==> config.mk <==
export PLATFORM = sky130hd
export DESIGN_NAME = ccp_channel
export DESIGN_NICKNAME = d
export VERILOG_FILES = /design/src/logic/ccp_pkg.sv /design/src/logic/ccp_gap_if.sv /design/src/logic/ccp_channel.sv /design/src/logic/ccp_dead_gap.sv
export SDC_FILE = /design/constraint.sdc
export NUM_CORES = 1
export LEC_CHECK = 0
export ABC_AREA = 1
export BUFFER_PORTS_ARGS = -buffer_cell sky130_fd_sc_hd__buf_2
export CORE_UTILIZATION = 56
export CTS_BUF_LIST = sky130_fd_sc_hd__clkbuf_8
export DETAILED_ROUTE_END_ITERATION = 7
export PLACE_DENSITY = 0.8
export SKIP_CTS_REPAIR_TIMING = 1
export SLEW_MARGIN = 20
export SYNTH_ARGS = -nofsm -noshare
export SYNTH_HDL_FRONTEND = slang
export SYNTH_HIERARCHICAL = 1
export SYNTH_SLANG_ARGS = --single-unit
==> constraint.sdc <==
create_clock -name mclk_i -period 7.6 [get_ports mclk_i]
set_input_delay 1.52 -clock mclk_i [delete_from_list [all_inputs] [get_ports mclk_i]]
set_output_delay 1.52 -clock mclk_i [all_outputs]
set_load 0.02 [all_outputs]
==> src/logic/ccp_pkg.sv <==
// Constants of the capture/compare/PWM channel: offsets, fields, resets.
// Summary of operation
// - Threshold is signed 17-bit, -1 to 65535.
// - Count at or below threshold drives high side.
// - Dead time delays each rising edge, 0-255.
// - Polarity bits invert high and low independently.
// - Source field picks the capture input.
// - Mode bit chooses PWM or capture.
// - Capture stores count and edge direction.
// - Edge field chooses capture trigger edges.
// - Edge field chooses threshold update moment.
// - Timer select attaches to timer or off.
// - Alignment follows the timer counting shape.
// - Five enable bits gate the interrupt.
// - Permanent shutdown holds until flag cleared.
// - Auto restart shutdown ends at next cycle.
// - Shutdown from pin or comparator, level/edge.
// - Shutdown ignored for masked cycles at start.
// - External timer reset restarts PWM cycle.
// - Status flags clear by write, write or read.
// - Trigger select: low, high, falling, rising.
// - Shutdown drives programmed levels; restart mode.
`default_nettype none
package ccp_pkg;
  // Register byte offsets.
  localparam logic [7:0] ADDR_CFG = 8'h00;
  localparam logic [7:0] ADDR_STS = 8'h04;
  localparam logic [7:0] ADDR_DATA = 8'h08;
  localparam logic [7:0] ADDR_SDCFG = 8'h0C;
  // Configuration field positions.
  localparam int CFG_TSEL_LO = 0;
  localparam int CFG_EDGE_LO = 2;
  localparam int CFG_MODE = 4;
  localparam int CFG_SRC_LO = 5;
  localparam int CFG_IEN_LO = 8;
  localparam int CFG_GAP_LO = 16;
  localparam logic [31:0] CFG_MASK = 32'h00FF_1FFF;
  localparam logic [31:0] CFG_RESET = 32'h0000_0000;
  // Status bit positions.
  localparam int STS_CFULL = 0;
  localparam int STS_COVER = 1;
  localparam int STS_EMPTY = 2;
  localparam int STS_UNDER = 3;
  localparam int STS_SHDN = 4;
  localparam logic [4:0] STS_RESET = 5'h04;
  // Shutdown configuration field positions.
  localparam int SD_EN = 0;
  localparam int SD_HVAL = 1;
  localparam int SD_LVAL = 2;
  localparam int SD_AUTO = 3;
  localparam int SD_SRC_LO = 4;
  localparam int SD_TRIG_LO = 6;
  localparam int SD_MASK_LO = 8;
  localparam logic [15:0] SD_RESET = 16'h0000;
  // Field encodings.
  localparam logic [1:0] TRIG_LOW = 2'h0;
  localparam logic [1:0] TRIG_HIGH = 2'h1;
  localparam logic [1:0] TRIG_FALL = 2'h2;
  localparam logic [1:0] TRIG_RISE = 2'h3;
  localparam logic [1:0] UPD_NOW = 2'h0;
  localparam logic [1:0] UPD_UNDER = 2'h1;
  localparam logic [1:0] UPD_OVER = 2'h2;
  localparam logic [1:0] CAP_RISE = 2'h1;
  localparam logic [1:0] CAP_FALL = 2'h2;
  localparam logic [1:0] CAP_BOTH = 2'h3;
  localparam logic [2:0] SRC_PIN = 3'h0;
  localparam logic [1:0] SDSRC_CMP = 2'h0;
  localparam logic [1:0] SDSRC_EXT = 2'h1;
  localparam logic [16:0] DATA_RESET = 17'h0_0000;
endpackage
`default_nettype wire

==> src/logic/ccp_gap_if.sv <==
// Signals between the channel and one dead-time gap stage.
`default_nettype none
interface ccp_gap_if;
  logic tick;
  logic [7:0] gap;
  logic req;
  logic out;
  modport ctl (output tick, output gap, output req, input out);
  modport gap_side (input tick, input gap, input req, output out);
endinterface
`default_nettype wire

==> src/logic/ccp_channel.sv <==
// Capture/compare/PWM channel with register port, dead time and shutdown.
//
// Added by the designer: the register addresses and the plain strobed port.
`default_nettype none
module ccp_channel (
  input wire logic mclk_i,
  input wire logic rstn_i,
  input wire logic [7:0] addr_i,
  input wire logic [31:0] wdata_i,
  input wire logic wr_i,
  input wire logic rd_i,
  output logic [31:0] rdata_o,
  input wire logic [47:0] timer_count_value_i,
  input wire logic [2:0] timer_tick_i,
  input wire logic [2:0] timer_clock_i,
  input wire logic [2:0] timer_output_i,
  input wire logic [2:0] timer_underflow_event_i,
  input wire logic [2:0] timer_overflow_event_i,
  input wire logic [2:0] timer_ext_reset_i,
  input wire logic capture_pin_i,
  input wire logic comparator_zero_i,
  input wire logic halt_ext_i,
  output logic pwm_out_high_side_o,
  output logic pwm_out_low_side_o,
  output logic irq_o
);
  logic [31:0] cfg;
  logic [4:0] sts;
  logic [15:0] sdcfg;
  logic [16:0] data_reg;
  logic [16:0] hold;
  logic [31:0] rdata;
  logic cap_q;
  logic sd_q;
  logic sd_active;
  logic [7:0] mask_cnt;
  logic [1:0] ph;
  logic [1:0] pl;

  // Address decode of the register port.
  wire sel_cfg = (addr_i == ccp_pkg::ADDR_CFG);
  wire sel_sts = (addr_i == ccp_pkg::ADDR_STS);
  wire sel_data = (addr_i == ccp_pkg::ADDR_DATA);
  wire sel_sd = (addr_i == ccp_pkg::ADDR_SDCFG);
  wire wr_cfg = wr_i & sel_cfg;
  wire wr_sts = wr_i & sel_sts;
  wire wr_data = wr_i & sel_data;
  wire wr_sd = wr_i & sel_sd;
  wire rd_data = rd_i & sel_data;

  // Configuration fields.
  wire [1:0] tsel = cfg[ccp_pkg::CFG_TSEL_LO +: 2];
  wire [1:0] edge_f = cfg[ccp_pkg::CFG_EDGE_LO +: 2];
  wire cap_mode = cfg[ccp_pkg::CFG_MODE];
  wire [2:0] src = cfg[ccp_pkg::CFG_SRC_LO +: 3];
  wire [4:0] ien = cfg[ccp_pkg::CFG_IEN_LO +: 5];
  wire [7:0] gap = cfg[ccp_pkg::CFG_GAP_LO +: 8];
  wire sd_en = sdcfg[ccp_pkg::SD_EN];
  wire sd_hval = sdcfg[ccp_pkg::SD_HVAL];
  wire sd_lval = sdcfg[ccp_pkg::SD_LVAL];
  wire sd_auto = sdcfg[ccp_pkg::SD_AUTO];
  wire [1:0] sd_src = sdcfg[ccp_pkg::SD_SRC_LO +: 2];
  wire [1:0] sd_trig = sdcfg[ccp_pkg::SD_TRIG_LO +: 2];
  wire [7:0] sd_mask = sdcfg[ccp_pkg::SD_MASK_LO +: 8];

  // Timer attach: code 0 is off, codes 1 to 3 pick timers 0 to 2.
  wire on = (tsel != 2'h0);
  wire [1:0] ti = tsel - 2'h1;
  wire [15:0] tmr_count = timer_count_value_i[{ti, 4'h0} +: 16];
  wire t_tick = on & timer_tick_i[ti];
  wire t_under = on & timer_underflow_event_i[ti];
  wire t_over = on & timer_overflow_event_i[ti];
  wire t_rst = on & timer_ext_reset_i[ti];

  // A cycle boundary is any turning point of the counter or an external
  // timer reset. Sawtooth timers turn once per period, so outputs are edge
  // aligned; triangle timers compare on both slopes and centre align.
  wire cyc_start = t_under | t_over | t_rst;

  // Capture source: pin, invalid, then output and clock of each timer.
  wire [7:0] cap_srcs = {timer_clock_i[2], timer_output_i[2],
                         timer_clock_i[1], timer_output_i[1],
                         timer_clock_i[0], timer_output_i[0],
                         1'b0, capture_pin_i};
  wire cap_in = cap_srcs[src];
  wire cap_rise = cap_in & ~cap_q;
  wire cap_fall = ~cap_in & cap_q;
  wire cap_hit_r = cap_rise & (edge_f == ccp_pkg::CAP_RISE ||
                               edge_f == ccp_pkg::CAP_BOTH);
  wire cap_hit_f = cap_fall & (edge_f == ccp_pkg::CAP_FALL ||
                               edge_f == ccp_pkg::CAP_BOTH);
  wire cap_evt = on & cap_mode & (cap_hit_r | cap_hit_f);

  // Threshold update moment chosen by the edge field in PWM mode.
  wire upd_under = (edge_f == ccp_pkg::UPD_UNDER) |
                   (edge_f == 2'h3);
  wire upd_over = (edge_f == ccp_pkg::UPD_OVER) |
                  (edge_f == 2'h3);
  wire upd_evt = ~cap_mode & ((upd_under & t_under) |
                              (upd_over & t_over));
  wire upd_now = ~cap_mode & wr_data &
                 (edge_f == ccp_pkg::UPD_NOW);
  // An update point with no fresh value written is an underrun.
  wire underrun = upd_evt & sts[ccp_pkg::STS_EMPTY];
  wire load_hold = upd_now | (upd_evt & ~sts[ccp_pkg::STS_EMPTY]);

  // Signed compare of the zero-extended count with the threshold.
  wire signed [17:0] cnt_s = {2'b00, tmr_count};
  wire signed [17:0] thr_s = {hold[16], hold};
  wire raw_h = (cnt_s <= thr_s);

  // Shutdown source and trigger decode.
  wire sd_in = (sd_src == ccp_pkg::SDSRC_CMP) ? comparator_zero_i :
               (sd_src == ccp_pkg::SDSRC_EXT) ? halt_ext_i : 1'b0;
  wire sd_hit = (sd_trig == ccp_pkg::TRIG_LOW) ? ~sd_in :
                (sd_trig == ccp_pkg::TRIG_HIGH) ? sd_in :
                (sd_trig == ccp_pkg::TRIG_FALL) ? (~sd_in & sd_q) :
                (sd_in & ~sd_q);
  wire masked = (mask_cnt != 8'h00);
  wire sd_trip = sd_en & on & ~cap_mode & ~masked & sd_hit;
  wire auto_clr = sd_auto & cyc_start;

  // Dead gap stages, one per output polarity side.
  ccp_gap_if gif[2] ();
  genvar g;
  generate
    for (g = 0; g < 2; g = g + 1)
    begin : g_gap
      assign gif[g].tick = t_tick;
      assign gif[g].gap = gap;
      assign gif[g].req = on & ~cap_mode & ((g == 0) ? raw_h : ~raw_h);
      ccp_dead_gap u_gap (
        .mclk_i(mclk_i),
        .rstn_i(rstn_i),
        .gp(gif[g])
      );
    end
  endgenerate

  // Independent polarity, then the shutdown override levels.
  wire pol_h = gif[0].out ^ src[0];
  wire pol_l = gif[1].out ^ src[1];
  wire pwm_run = on & ~cap_mode;
  wire next_h = ~pwm_run ? 1'b0 : sd_active ? sd_hval : pol_h;
  wire next_l = ~pwm_run ? 1'b0 : sd_active ? sd_lval : pol_l;

  // Read multiplexer; unmapped addresses answer zero.
  always_comb
  begin
    rdata = 32'h0000_0000;
    if (sel_cfg)
      rdata = cfg;
    else if (sel_sts)
      rdata = {27'h000_0000, sts};
    else if (sel_data)
      rdata = {15'h0000, data_reg};
    else if (sel_sd)
      rdata = {16'h0000, sdcfg};
  end

  // Register writes and read data, which stand one cycle after the strobe.
  always_ff @(posedge mclk_i or negedge rstn_i)
  begin
    if (!rstn_i)
    begin
      cfg <= ccp_pkg::CFG_RESET;
      sdcfg <= ccp_pkg::SD_RESET;
      rdata_o <= 32'h0000_0000;
    end
    else
    begin
      rdata_o <= rd_i ? rdata : 32'h0000_0000;
      if (wr_cfg)
        cfg <= wdata_i & ccp_pkg::CFG_MASK;
      if (wr_sd)
        sdcfg <= wdata_i[15:0];
    end
  end

  // Data word: software writes in PWM mode, captures land in capture mode.
  always_ff @(posedge mclk_i or negedge rstn_i)
  begin
    if (!rstn_i)
    begin
      data_reg <= ccp_pkg::DATA_RESET;
      hold <= ccp_pkg::DATA_RESET;
      cap_q <= 1'b0;
    end
    else
    begin
      cap_q <= cap_in;
      if (cap_evt)
        data_reg <= {cap_hit_f & ~cap_hit_r, tmr_count};
      else if (wr_data)
        data_reg <= wdata_i[16:0];
      if (upd_now)
        hold <= wdata_i[16:0];
      else if (load_hold)
        hold <= data_reg;
    end
  end

  // Status flags; every hardware set wins over a clear in the same cycle.
  always_ff @(posedge mclk_i or negedge rstn_i)
  begin
    if (!rstn_i)
      sts <= ccp_pkg::STS_RESET;
    else
    begin
      if (cap_evt)
        sts[ccp_pkg::STS_CFULL] <= 1'b1;
      else if (rd_data)
        sts[ccp_pkg::STS_CFULL] <= 1'b0;
      if (cap_evt && sts[ccp_pkg::STS_CFULL])
        sts[ccp_pkg::STS_COVER] <= 1'b1;
      else if (wr_sts && wdata_i[ccp_pkg::STS_COVER])
        sts[ccp_pkg::STS_COVER] <= 1'b0;
      if (load_hold && !upd_now)
        sts[ccp_pkg::STS_EMPTY] <= 1'b1;
      else if (wr_data)
        sts[ccp_pkg::STS_EMPTY] <= 1'b0;
      if (underrun)
        sts[ccp_pkg::STS_UNDER] <= 1'b1;
      else if (wr_sts && wdata_i[ccp_pkg::STS_UNDER])
        sts[ccp_pkg::STS_UNDER] <= 1'b0;
      if (sd_trip)
        sts[ccp_pkg::STS_SHDN] <= 1'b1;
      else if ((wr_sts && wdata_i[ccp_pkg::STS_SHDN]) || auto_clr)
        sts[ccp_pkg::STS_SHDN] <= 1'b0;
    end
  end

  // Shutdown state. In permanent mode it follows the flag, so only a
  // software clear releases it; in restart mode the cycle boundary does.
  always_ff @(posedge mclk_i or negedge rstn_i)
  begin
    if (!rstn_i)
    begin
      sd_q <= 1'b0;
      sd_active <= 1'b0;
      mask_cnt <= 8'h00;
    end
    else
    begin
      sd_q <= sd_in;
      if (sd_trip)
        sd_active <= 1'b1;
      else if (auto_clr)
        sd_active <= 1'b0;
      else if (!sd_auto && !sts[ccp_pkg::STS_SHDN])
        sd_active <= 1'b0;
      if (cyc_start)
        mask_cnt <= sd_mask;
      else if (masked && t_tick)
        mask_cnt <= mask_cnt - 8'h01;
    end
  end

  // Output flops keep the pins glitch free.
  always_ff @(posedge mclk_i or negedge rstn_i)
  begin
    if (!rstn_i)
    begin
      pwm_out_high_side_o <= 1'b0;
      pwm_out_low_side_o <= 1'b0;
    end
    else
    begin
      pwm_out_high_side_o <= next_h;
      pwm_out_low_side_o <= next_l;
    end
  end

  // Request line: enabled status bits gate one level output.
  assign irq_o = |(sts & ien);
endmodule
`default_nettype wire

==> src/logic/ccp_dead_gap.sv <==
// Dead-time stage that delays rising edges by whole timer clock ticks.
`default_nettype none
module ccp_dead_gap (
  input wire logic mclk_i,
  input wire logic rstn_i,
  ccp_gap_if.gap_side gp
);
  logic req_q;
  logic [7:0] cnt;
  logic run;
  logic out_q;
  wire rise = gp.req & ~req_q;
  wire cnt_done = (cnt == 8'h00);

  // A rise reloads the count; a fall cancels any pending delay at once.
  always_ff @(posedge mclk_i or negedge rstn_i)
  begin
    if (!rstn_i)
    begin
      req_q <= 1'b0;
      cnt <= 8'h00;
      run <= 1'b0;
      out_q <= 1'b0;
    end
    else
    begin
      req_q <= gp.req;
      if (!gp.req)
      begin
        run <= 1'b0;
        out_q <= 1'b0;
      end
      else if (rise)
      begin
        cnt <= gp.gap;
        run <= (gp.gap != 8'h00);
        out_q <= (gp.gap == 8'h00);
      end
      else if (run && gp.tick)
      begin
        cnt <= cnt - 8'h01;
        if (cnt == 8'h01)
        begin
          run <= 1'b0;
          out_q <= 1'b1;
        end
      end
      else if (!run && cnt_done)
      begin
        out_q <= 1'b1;
      end
    end
  end

  assign gp.out = out_q;
endmodule
`default_nettype wire

==> Implementation_results.wiki <==
{| class="wikitable"
! Metric !! Value
|-
| Result of the run || completed
|-
| Beginning of the worst hold path || g_gap[0].u_gap/cnt[7]$_DFFE_PN0P_
|-
| Yosys synthesis warning count || 6
|-
| Worst Path Max Fanout || 26
|-
| Placeable Area || 0.0145 sq mm
|-
| Half-perimeter wire length after detailed placement || 16.3 mm
|-
| CTS Sinks || 135
|-
| Leading register cell type out of synthesis || dfrtp_1
|-
| Min Hold Slack || 0.510 ns
|-
| Average footprint of a synthesized cell || 7.17 sq um
|-
| Routability cong. || 0.913
|-
| Maximum number of pins on one net before global-route repair || 72
|-
| Syn-to-layout area delta || 13.0%
|-
| Slew HR || 37.9%
|-
| Die Span Y || 124 microns
|-
| Origin of the critical flop-to-flop path || cfg[0]$_DFFE_PN0P_
|-
| Total overflow reported by the global router || 0
|-
| Highest ir drop seen on vdd || 0.126 mV
|-
| CTS H-tree depth || 4
|-
| Number of cells produced by synthesis || 1168
|-
| Antenna violations before repair || 0
|-
| Worst Path Buf+Inv || 8
|-
| Fraction of layout cells with a size suffix above 1 || 18.2%
|-
| First-iteration detailed-routing DRC count || 934
|-
| Fin crit share || 60.2%
|-
| Root buffer cell || clkbuf_8
|-
| Cell Pwr Density || 203 mW/mm^2
|-
| Via count of the first global-routing pass || 7381
|-
| Total Wirelength || 22.5 mm
|-
| Vias per cell || 5.48
|-
| Starting density of the core || 57.6%
|-
| Final critical delay including setup and external delays || 4.57 ns
|-
| Critical Path Start || cfg[0]$_DFFE_PN0P_
|-
| Unique masters post-synth || 47
|-
| Cts bufs inserted || 17
|-
| Top-level I/O count || 148
|-
| Final count of negative-setup-slack endpoints || 0
|-
| Upper clock frequency limit || 219 MHz
|-
| Clock Latency Late Sink || 0.47 ns
|-
| TritonCTS clock tree || built
|-
| Final sum of negative setup slack || 0 ns
|-
| Maximum count of clock buffers along a single path || 2
|-
| Register containing the most flip-flops in the final layout || rdata_o
|-
| Data required time of the critical path || 8.00 ns
|-
| Maxcap violations || 0
|-
| Endpoint type of the worst setup path || flip-flop
|-
| Die extent in x || 124 microns
|-
| Number of diodes added for antenna fixing || 0
|-
| Chain of cells forming the critical path || buf_4, inv_2, ha_1, inv_1, nand2_1, inv_2, a32oi_1, inv_1, ha_1, nand2_1, inv_1, nand2_1, nand2_1, nand2_1, nand2_1, nand2_1, nand4_1, a21oi_1, nand2_1, inv_1, nand3_1, nand2_1, nand2_1, inv_1
|-
| Global-route wire length before repair || 37.1 mm
|-
| Final hold violation count || 0
|-
| RSZ-0062 raised after global routing || no
|-
| DR WL/cell || 15.3 microns
|-
| Type of the most critical hold path || reg2reg
|-
| Number of register bits inferred by synthesis || 135
|-
| Nets@finish || 1416
|-
| Most prevalent standard cell on the critical path || nand2_1
|-
| Die area || 0.0154 sq mm
|-
| DRC errors left || 0
|-
| First-pass DRT Iterations || 8
|-
| Post-placement cell count || 1444
|-
| Vias post-DR || 8084
|-
| Fin cells || 1476
|-
| Port Buffer Count || 131
|-
| Remaining number of nets flagged by the antenna check after routing || 0
|-
| Largest registers ranked by flip-flop count || rdata_o (24), cfg (21)
|-
| Fraction of synthesis flops using an asynchronous set or reset pin || 100%
|-
| Largest register FFs || 24
|-
| Leakage Power || 5.40 nW
|-
| Worst-case clock skew || 0.00845 ns
|-
| Part of the Yosys area used for sequential elements || 40.4%
|-
| Stage delay of the slowest cell on the critical path || 0.71 ns
|-
| CP max stage cell || ha_1
|-
| Clock edge transition at the registers on the reported setup and hold paths || 0.08 ns
|-
| Count of filler cells inserted in the layout || 1307
|-
| Number of flops mapped to enable cells by yosys || 0
|-
| CP startpoint kind || flip-flop
|-
| Tot GR Track Use || 30.1%
|-
| Critical Path AT || 4.98 ns
|-
| Slew of the pin with the lowest slew margin || 0.930 ns
|-
| Kind of cell adding the most delay to the critical path || simple AND/OR/NAND/NOR gates
|-
| Final Max Tran Viols || 0
|-
| # rows || 44
|-
| Post-synthesis instance area || 0.00837 sq mm
|-
| Worst setup path class || reg2reg
|}
-- stage by stage --
stage / util, % / power (mW) / setup slack, ns / cell area, sq um
after CTS: 65.1 / 1.92 / 3.05 / 9460
final: 65.1 / 1.92 / 3.03 / 9460
after global routing: 65.1 / 2.02 / 2.60 / 9460
after global placement: 61.9 / 1.21 / 3.07 / 9000
after detailed placement: 61.9 / 1.23 / 3.02 / 9000
after floorplan: - / 1.11 / 3.84 / 8400
-- placed cells by master (no fill, tap or decap), types with 2 or more instances in the layout --
cell,synthesis,final
xnor2_1,5,5
ha_1,24,24
nand2_1,377,377
o22ai_1,3,3
nand3_1,101,101
nor2_1,78,78
a32oi_1,15,15
nor3_1,2,2
o21ai_1,20,20
nand2_4,4,4
buf_2,15,130
a21oi_1,32,32
clkbuf_8,0,17
a21oi_2,2,2
or2_2,28,28
clkinv_2,0,2
a22oi_1,2,2
nand4_1,28,28
bufinv_16,0,5
nand3b_1,2,2
clkinvlp_4,0,4
dfrtp_1,134,134
conb_1,1,8
nor2_2,7,7
inv_1,160,160
or2_1,3,3
o21ai_0,46,46
nand2_2,4,4
inv_6,1,4
nand3_2,3,3
nand3_4,3,3
inv_2,9,9
o31ai_1,2,2
a31oi_1,2,2
o21ai_2,3,3
buf_4,9,3
o211ai_1,8,8
-- tightest hold or removal path, stage by stage (launching register included) --
cell and delay, ns:
dfrtp_1 0.36, nand2_1 0.06, nand2_1 0.06
-- final cells by class --
cell class / count / area, sq um / area share, %
clock buffers: 17 / 234 / 2.47
clock inverters: 15 / 225 / 2.38
inverters: 170 / 643 / 6.80
multi-input cells: 821 / 4060 / 42.9
flip-flops and latches: 135 / 3380 / 35.7
well taps: 184 / 230 / 2.43
repair buffers: 134 / 684 / 7.24
-- power breakdown --
part           switching (mW)  leakage (nW)  internal [mW]
clock network           0.305         0.219          0.392
logic                   0.255          3.40          0.142
registers              0.0525          1.79          0.772
-- kinds of logic after synthesis --
kind of cell	Yosys count	share of synthesized area, %
compound gates	138	9.69
xor+xnor	6	0.628
fa+ha+maj	24	3.59
buf+inv	219	11.4
flops	135	40.4
mux	1	0.135
other cells	1	0.0448
simple gates	644	34.1
-- synthesized netlist by cell type, types with 20 or more instances --
cell type  count  area (sq um)
a21oi_1       32           160
dfrtp_1      134          3350
ha_1          24           300
inv_1        160           601
nand2_1      377          1420
nand3_1      101           505
nand4_1       28           175
nor2_1        78           293
o21ai_0       46           230
o21ai_1       20           100
or2_2         28           175
-- layer usage --
| layer | up-vias | GRT usage (%) | share of wire, % |
|---|---|---|---|
| met5 | - | 0 | 0 |
| met4 | 0 | 10.6 | 2.4 |
| met3 | 47 | 6.62 | 8.7 |
| met2 | 381 | 44.9 | 44 |
| met1 | 3748 | 43.2 | 45 |
| li1 | 3908 | - | - |
-- final timing paths --
| kind | cells past startpoint | to | slack, ns |
|---|---|---|---|
| min in group asynchronous | 1 | pwm_out_low_side_o$_DFF_PN0_ | 1.06 |
| max reg2reg | 24 | g_gap[0].u_gap/cnt[6]$_DFFE_PN0P_ | 3.03 |
| min | 2 | g_gap[0].u_gap/cnt[7]$_DFFE_PN0P_ | 0.51 |
| max in group asynchronous | 2 | rdata_o[22]$_DFF_PN0_ | 5.28 |
| min reg2reg | 2 | g_gap[0].u_gap/cnt[7]$_DFFE_PN0P_ | 0.51 |
| max | 24 | g_gap[0].u_gap/cnt[6]$_DFFE_PN0P_ | 3.03 |
(Power assumes the default switching activity.)
